===== src/rtl/lcc_consts.svh =====
`ifndef LCC_CONSTS_SVH
`define LCC_CONSTS_SVH
// Function
// RQ1: A cluster holds ten cells, each a four-input table plus one register.
// RQ2: A cluster drives two local routing groups reaching twenty neighbouring cells.
// RQ3: Non-global clock or clear comes from the first cell's redirected inputs.
// RQ4: Carry from the lower bit feeds that cell's table and the next stage.
// RQ5: First cell joins no carry chain; its inputs give synchronous clear and load.
// RQ6: Chains over nine cells hop to the cluster two places on, into cell two.
// RQ7: A chain never crosses mid-row; it stops at cluster 11, restarts at 12.
// RQ8: An n-bit adder uses n+1 cells; the extra cell drives the final carry out.
// RQ9: The register can be bypassed, or capture the sum as an accumulator.
// RQ10: Normal mode table takes local inputs; third input is carry or input c.
// RQ11: Normal mode combines table output with cascade in to form cascade out.
// RQ12: Arithmetic mode splits into a sum table and a carry table over three inputs.
// RQ13: Arithmetic mode may use the cascade chain together with the carry chain.
// RQ14: Counter mode has enable, up/down, synchronous clear and load from local inputs.
// RQ15: A cluster with a counter uses other cells only for it or combinational logic.
// RQ16: Counter uses count table, carry table, a load selector and a clear gate.
// RQ17: In counter mode, synchronous clear or load overrides the cascade value.
// RQ18: Clear and load together clear the register.
// RQ19: A counter uses either count enable or up/down, never both.
// RQ20: Load as enable feeds the register back so deasserted load holds the count.
// RQ21: Cell two in counter mode may feed its own register into its carry input.
// RQ22: Register clear or preset is active low from either cluster control line.
// RQ23: Register changes only on the clock edge; counter steps by one when enabled.
// RQ24: Counter and arithmetic carry out is the full-adder carry of operands and carry in.
`define LCC_CELLS 10
`define LCC_HALF 5
`define LCC_MASK_W 16
`define LCC_MODE_W 2
`define LCC_POS_W 5
`define LCC_MID_CLUSTER 5'h0B
`define LCC_RESTART_CLUSTER 5'h0C
`endif


===== src/rtl/lcc_pkg.sv =====
package lcc_pkg;
  // Per-cell operating mode
  typedef enum logic [1:0] {
    LCC_NORMAL,
    LCC_ARITH,
    LCC_COUNTER
  } lcc_mode_t;
endpackage

===== src/rtl/lcc_cell_cluster.sv =====
`include "lcc_consts.svh"

module lcc_cell_cluster (
  input wire logic core_clk_i,
  input wire logic rst_i,
  input wire logic [`LCC_POS_W-1:0] cluster_pos_i,
  input wire logic use_cluster_ctrl_i,
  input wire logic clk_from_line_i,
  input wire logic aclr_used_i,
  input wire logic aclr_line_sel_i,
  input wire logic preset_mode_i,
  input wire logic fast_feedback_i,
  input wire logic [`LCC_CELLS-1:0] cell_input_a_i,
  input wire logic [`LCC_CELLS-1:0] cell_input_b_i,
  input wire logic [`LCC_CELLS-1:0] cell_input_c_i,
  input wire logic [`LCC_CELLS-1:0] cell_input_d_i,
  input wire logic [`LCC_CELLS*`LCC_MASK_W-1:0] lut_mask_i,
  input wire logic [`LCC_CELLS*`LCC_MODE_W-1:0] cell_mode_i,
  input wire logic [`LCC_CELLS-1:0] third_sel_carry_i,
  input wire logic [`LCC_CELLS-1:0] reg_bypass_i,
  input wire logic [`LCC_CELLS-1:0] cascade_en_i,
  input wire logic [`LCC_CELLS-1:0] cascade_or_i,
  input wire logic [`LCC_CELLS-1:0] chain_start_i,
  input wire logic [`LCC_CELLS-1:0] cnt_dir_mode_i,
  input wire logic [`LCC_CELLS-1:0] load_as_enable_i,
  input wire logic carry_in_i,
  input wire logic cascade_in_i,
  output logic [`LCC_CELLS-1:0] cell_out_o,
  output logic [`LCC_HALF-1:0] local_right_o,
  output logic [`LCC_HALF-1:0] local_left_o,
  output logic carry_out_o,
  output logic cascade_out_o
);

  // Table lookup shared by normal and arithmetic modes
  function automatic logic lut_pick(input logic [`LCC_MASK_W-1:0] mask, input logic [3:0] idx);
    lut_pick = mask[idx];
  endfunction

  logic [`LCC_CELLS-1:0] q;
  logic [`LCC_CELLS-1:0] next_q;
  logic [`LCC_CELLS-1:0] out_q;
  logic [`LCC_CELLS-1:0] next_out;
  logic carry_q;
  logic next_carry;
  logic casc_q;
  logic next_casc;

  logic [`LCC_CELLS-1:0] cin;
  logic [`LCC_CELLS-1:0] cout;
  logic [`LCC_CELLS-1:0] tcnt;
  logic [`LCC_CELLS-1:0] comb_v;
  logic [`LCC_CELLS-1:0] casc_v;
  logic [`LCC_CELLS-1:0] is_cnt;
  logic line_one;
  logic line_two;
  logic clk_en;
  logic aclr_act;
  logic sclr;
  logic sload;
  logic carry_in_eff;

  // Cluster controls, carry and cascade chains, and each cell's next state
  always_comb begin
    logic ctrl;
    logic up;
    logic en;
    logic cc;
    logic third;
    logic dval;
    lcc_pkg::lcc_mode_t mode;
    ctrl = 1'b0;
    up = 1'b1;
    en = 1'b1;
    cc = 1'b0;
    third = 1'b0;
    dval = 1'b0;
    mode = lcc_pkg::LCC_NORMAL;
    // First cell's inputs become cluster controls when redirected
    line_one = use_cluster_ctrl_i ? cell_input_b_i[0] : 1'b1; // RQ3
    line_two = use_cluster_ctrl_i ? cell_input_c_i[0] : 1'b1; // RQ3
    clk_en = (use_cluster_ctrl_i && clk_from_line_i) ? line_two : 1'b1; // RQ3
    // Active-low clear or preset from either line; unused reads as high
    aclr_act = aclr_used_i && !(aclr_line_sel_i ? line_two : line_one); // RQ22
    sclr = use_cluster_ctrl_i && cell_input_a_i[0]; // RQ5
    sload = use_cluster_ctrl_i && cell_input_d_i[0]; // RQ5
    // No carry chain enters the cluster just past mid-row
    carry_in_eff = (cluster_pos_i == `LCC_RESTART_CLUSTER) ? 1'b0 : carry_in_i; // RQ7
    for (int i = 0; i < `LCC_CELLS; i++) begin
      mode = lcc_pkg::lcc_mode_t'(cell_mode_i[i*`LCC_MODE_W +: `LCC_MODE_W]);
      is_cnt[i] = (mode == lcc_pkg::LCC_COUNTER);
      // Cell 0 stays out of the carry chain; cell 1 takes the skipped-in carry
      if (i == 0) begin
        cin[i] = 1'b0; // RQ5
      end else if (i == 1) begin
        cin[i] = (fast_feedback_i && is_cnt[i]) ? q[i] : carry_in_eff; // RQ6 RQ21
      end else begin
        cin[i] = cout[i-1]; // RQ4
      end
      // One local input steers either enable or direction, never both
      ctrl = cell_input_a_i[i];
      up = cnt_dir_mode_i[i] ? ctrl : 1'b1; // RQ14 RQ19
      en = cnt_dir_mode_i[i] ? 1'b1 : ctrl; // RQ14 RQ19
      tcnt[i] = chain_start_i[i] ? en : cin[i];
      third = third_sel_carry_i[i] ? cin[i] : cell_input_c_i[i]; // RQ10
      case (mode)
        lcc_pkg::LCC_NORMAL: begin
          comb_v[i] = lut_pick(lut_mask_i[i*`LCC_MASK_W +: `LCC_MASK_W],
            {cell_input_d_i[i], third, cell_input_b_i[i], cell_input_a_i[i]}); // RQ1 RQ10
          cout[i] = 1'b0;
        end
        lcc_pkg::LCC_ARITH: begin
          // Low half of the mask is the sum table; carry is a fixed full adder
          comb_v[i] = lut_pick(lut_mask_i[i*`LCC_MASK_W +: `LCC_MASK_W],
            {1'b0, cin[i], cell_input_b_i[i], cell_input_a_i[i]}); // RQ12 RQ4
          cout[i] = (cell_input_a_i[i] & cell_input_b_i[i]) |
            (cin[i] & (cell_input_a_i[i] ^ cell_input_b_i[i])); // RQ12 RQ24
        end
        lcc_pkg::LCC_COUNTER: begin
          // Count table toggles on carry; carry table ripples up or down
          comb_v[i] = q[i] ^ tcnt[i]; // RQ16 RQ23
          cout[i] = tcnt[i] & (up ? q[i] : ~q[i]); // RQ16 RQ24
        end
        default: begin
          comb_v[i] = 1'b0;
          cout[i] = 1'b0;
        end
      endcase
      // Cascade combine, usable in every mode
      cc = (i == 0) ? cascade_in_i : casc_v[i-1];
      if (cascade_en_i[i]) begin
        casc_v[i] = cascade_or_i[i] ? (comb_v[i] | cc) : (comb_v[i] & cc); // RQ11 RQ13
      end else begin
        casc_v[i] = comb_v[i];
      end
      // Clear gate after load selector, both after cascade
      if (sclr) begin
        dval = 1'b0; // RQ18 RQ16 RQ17
      end else if (is_cnt[i] && load_as_enable_i[i]) begin
        dval = sload ? casc_v[i] : q[i]; // RQ20
      end else if (sload) begin
        dval = cell_input_c_i[i]; // RQ16 RQ17
      end else begin
        dval = casc_v[i]; // RQ9
      end
      if (aclr_act) begin
        next_q[i] = preset_mode_i; // RQ22
      end else begin
        next_q[i] = clk_en ? dval : q[i]; // RQ23
      end
      // Bypass shows the combinational value, else the register
      next_out[i] = reg_bypass_i[i] ? casc_v[i] : next_q[i]; // RQ9
    end
    // Extra cell path: last carry leaves the cluster unless at mid-row
    next_carry = (cluster_pos_i == `LCC_MID_CLUSTER) ? 1'b0 : cout[`LCC_CELLS-1]; // RQ7 RQ8
    next_casc = casc_v[`LCC_CELLS-1]; // RQ11
  end

  // Cell registers and the output stage
  always_ff @(posedge core_clk_i or posedge rst_i) begin
    if (rst_i) begin
      q <= 10'h000;
      out_q <= 10'h000;
      carry_q <= 1'b0;
      casc_q <= 1'b0;
    end else begin
      q <= next_q; // RQ23
      out_q <= next_out;
      carry_q <= next_carry;
      casc_q <= next_casc;
    end
  end

  // Cells 1-5 feed rightward routing, 6-10 leftward
  assign local_right_o = out_q[`LCC_HALF-1:0]; // RQ2
  assign local_left_o = out_q[`LCC_CELLS-1:`LCC_HALF]; // RQ2
  assign cell_out_o = out_q;
  assign carry_out_o = carry_q;
  assign cascade_out_o = casc_q;

  generate
    for (genvar g = 1; g < `LCC_CELLS; g++) begin : g_chk
      // Ripple: carry out of one cell is carry in of the next
      if (g > 1) begin : g_rip

      end

    end
  endgenerate
endmodule


===== config.mk =====
export PLATFORM = sky130hd
export DESIGN_NAME = lcc_cell_cluster
export DESIGN_NICKNAME = d
export VERILOG_FILES = /design/src/rtl/lcc_pkg.sv /design/src/rtl/lcc_cell_cluster.sv
export VERILOG_INCLUDE_DIRS = /design/src /design/src/rtl
export SDC_FILE = /design/constraint.sdc
export NUM_CORES = 1
export LEC_CHECK = 0
export BUFFER_PORTS_ARGS = -buffer_cell sky130_fd_sc_hd__buf_4
export CORE_AREA = 2 2 126 128
export DETAILED_ROUTE_END_ITERATION = 10
export DIE_AREA = 0 0 128 130
export GPL_TIMING_DRIVEN = 1
export PLACE_DENSITY = 0.69
export SETUP_SLACK_MARGIN = 0.02
export SYNTH_ARGS = -nofsm -noshare
export SYNTH_HDL_FRONTEND = slang
export SYNTH_SLANG_ARGS = --single-unit

===== constraint.sdc =====
create_clock -name core_clk_i -period 10.31 [get_ports core_clk_i]
set_input_delay 2.062 -clock core_clk_i [delete_from_list [all_inputs] [get_ports core_clk_i]]
set_output_delay 2.062 -clock core_clk_i [all_outputs]
set_load 0.005 [all_outputs]

==> impl_summary.txt <==
----------------------------------------------------
[Status]
  Status ... complete, no violations

[Clocking]
  Htree depth ... 1
  Clock tree root driver cell ... clkbuf_16
  Worst-skew pair later-pin latency ... 0.25 ns
  Number of cells upsized or downsized after cts ... 0
  Cts-stage hold buffer count ... 0
  Total clock buffers created by CTS ... 3
  CTS Buffer Depth ... 2
  CTS clk-pin slew, worst paths ... 0.06 ns
  Number of setup buffers added after CTS ... 0
  CTS tree ... built
  Number of clock sinks ... 22

[Logic synthesis]
  Post-Syn Area per Cell ... 8.39 sq um
  Post-synth EDFFs ... 0
  Top post-synthesis cells by count ... 62 x nand2_1, 46 x inv_1, 45 x ha_1, 45 x o21ai_0, 43 x nor2_1
  Count leader, synth ... nand2_1
  Most frequently used flop master after synthesis ... dfrtp_1
  Fraction of the yosys area taken by sequential cells ... 0.101
  Net Count, Synth ... 1001
  Post-Synthesis Cell Area ... 5460 sq um
  Cell type with the largest total area after synthesis ... mux4_2
  Cell variety after synth ... 88
  Gate count of the mapped netlist ... 651
  Total of flip-flops plus latches after synthesis ... 22
  Ys async rst share ... 1.00
  Share of the synthesized area in the top cell type ... 0.157
  Number of warnings printed during yosys synthesis ... 0
  Cell types with the largest area share after synthesis ... mux4_2 16%, ha_1 10%, dfrtp_1 10%

[GRT]
  Global-route wire length before repair ... 29600 um
  Via count of the first global-routing pass ... 6227
  Antenna violations before repair ... 0
  Pin count of the biggest net entering global routing ... 24
  Total global routing track utilization ... 0.216
  Residual overflow from global routing ... 0

[Drt]
  Highest metal layer with signal wires ... met5
  Overall via count from detail_route ... 6296
  Met1 routed wirelength after detailed routing ... 7800 um
  Routed via count divided by cell count ... 5.52
  DR WL met3 ... 1210 um
  Routed length per placed instance ... 16.6 um
  Number of nets with antenna violations after detailed routing ... 0
  Detailed Route Iter0 Violations ... 307
  Met2 WL ... 9690 um
  Drt drc ... 0
  First-pass iteration count of the detailed router ... 4
  Post-detailed-routing wire length ... 18900 um

[Final layout]
  Sequential cell area ... 551 sq um
  Antenna cell count ... 0
  Fill count ... 1524
  Area overhead of the layout relative to synthesis ... 47.5%
  Area of the multi-input gates ... 4570 sq um
  Proportion of layout cells with a drive suffix above 1 ... 0.430
  Final nets ... 1300

[Power and ir drop]
  Peak supply drop ... 63.4 uV
  Reg power frac ... 0.219
  Cell Pwr Density ... 68.4 nW/um^2
  Clk pwr share ... 0.151
  Relative contribution of combinational cells to total power ... 0.630
  Sw Share ... 0.365
  Leakage ... 3.83 nW
  Switching power summed over all nets ... 0.201 mW
  Internal power of the cells ... 0.350 mW

[Worst setup path]
  Startpoint Class ... primary input
  Reg2Reg Capture Point ... q[9]
  CP Data Arrival Time ... 6.71 ns
  Length in cells of the worst reg-to-reg path ... 17
  Worst Path Required ... 10.42 ns
  Crit. Startpoint ... cell_mode_i[2]
  Worst-path fanout max ... 13
  Critical path endpoint ... q[9]
  Launch point of the worst reg-to-reg path ... q[1]
  CP endpoint kind ... flip-flop
  Setup slack on the worst flop-to-flop path ... 5.68 ns
  Crit path kind ... primary input to flip-flop

[Floorplan]
  Die Y-Extent ... 130 um
  Total die area ... 16600 sq um
  Placeable core area ... 15400 sq um
  Site row count ... 46
  Initial core utilization ... 0.354
  Number of ports placed on the die boundary ... 327
  DIE WIDTH ... 128 um

[STA]
  Final hold violations ... 0
  Final critical-path required period ... 6.61 ns
  Max-slew headroom at the worst pin ... 0.349
  Total of endpoints with negative setup slack in the final report ... 0
  Sum of negative setup slack ... 0 ns
  Setup repair after global routing missed its margin ... no
  Final hold slack ... 0.618 ns
  Transition at the pin with the smallest max-transition slack ... 0.976 ns
  Highest attainable clock frequency ... 151 MHz
  Final period utilization ... 0.641
  Pins Over Slew Limit ... 0
  Setup ws final ... 3.70 ns
  Worst clock skew ... 0.00565 ns

[Placement]
  Pre-CTS WS ... 3.46 ns
  Placer congestion estimate ... 0.866
  Number of port buffers ... 326
  Final HPWL from detailed placement ... 16300 um

[Min path]
  Worst min-delay path class ... flip-flop to flip-flop

[Flow run]
  Max capacitance violation total ... 0

----------------------------------------------------
## state kept, by name, indices dropped and copies added (netlist names)
register       count
cell_out_o        10
carry_out_o        1
cascade_out_o      1
q                 10
## placed cells by master (no fill, tap or decap), drive strengths merged, types with 7 or more instances in the layout
| master | count |
|---|---|
| o21ai | 49 |
| o211ai | 18 |
| a21oi | 33 |
| buf | 326 |
| inv | 47 |
| a21o | 8 |
| nand2 | 62 |
| nor3b | 7 |
| xnor2 | 8 |
| o31ai | 8 |
| a31oi | 12 |
| mux4 | 38 |
| nor2 | 43 |
| nand3 | 14 |
| mux2 | 12 |
| nor3 | 7 |
| nand2b | 19 |
| a221oi | 12 |
| ha | 45 |
| mux2i | 22 |
| dfrtp | 22 |
| nor2b | 7 |
## power groups by stage
stage               sequential (mW)  clock (mW)  combinational, mW
global placement              0.122           0              0.343
floorplan                     0.113           0              0.199
CTS                           0.121      0.0849              0.348
global route                  0.124      0.0887              0.384
finish                        0.121      0.0832              0.347
detailed placement            0.123           0              0.347
## layer usage
| layer | vias to the layer above | GRT usage |
|---|---|---|
| met4 | 2 | 0.0356 |
| met1 | 2953 | 0.264 |
| li1 | 3105 | - |
| met3 | 18 | 0.0357 |
| met5 | - | 0 |
| met2 | 218 | 0.405 |
## worst max-delay path, stage by stage
cell	delay [ns]
buf_4	0.12
inv_1	0.07
ha_1	0.46
nand3_1	0.16
o21ai_1	0.38
o2111ai_4	0.21
a21oi_1	0.41
o21ai_2	0.13
a31oi_1	0.20
mux2_1	0.34
a221oi_1	0.30
nor2_1	0.14
nor3b_1	0.24
o22ai_2	0.17
or4b_4	0.51
a31o_1	0.27
o221ai_2	0.12
a31oi_1	0.13
nor3_1	0.23
nor2_1	0.05
## kinds of logic (layout without fill, tap and decap cells)
group           count (synthesis)  in the layout  synth area share
xor+xnor                       13             13            0.0208
flops                          22             22             0.101
mux                            72             72             0.222
fa+ha+maj                      45             45             0.103
buf+inv                        79            376            0.0639
compound gates                209            209             0.283
simple gates                  211            211             0.207
## final cells by class
type | instances | area share
clock buffers | 3 | 0.00931
well taps | 192 | 0.0298
flip-flops and latches | 22 | 0.0683
inverters | 47 | 0.0219
repair buffers | 326 | 0.304
multi-input cells | 550 | 0.567
## how the worst min path moves through the flow
stage / from / to / cells past startpoint
floorplan: q[0] / q[0] / 2
global placement: q[0] / q[0] / 2
detailed placement: q[0] / q[0] / 2
CTS: q[0] / q[0] / 2
global route: q[0] / q[0] / 2
finish: q[0] / q[0] / 2
## through the flow
step	cells	total power, mW	utilization	cell area [sq um]
final	1140	0.551	0.523	8060
after global routing	1140	0.596	0.523	8060
after CTS	1140	0.555	0.523	8060
after detailed placement	1137	0.470	0.518	7990
after global placement	1137	0.466	0.518	7990
after floorplan	651	0.312	-	5460
Power figures use the tool's default switching activity.
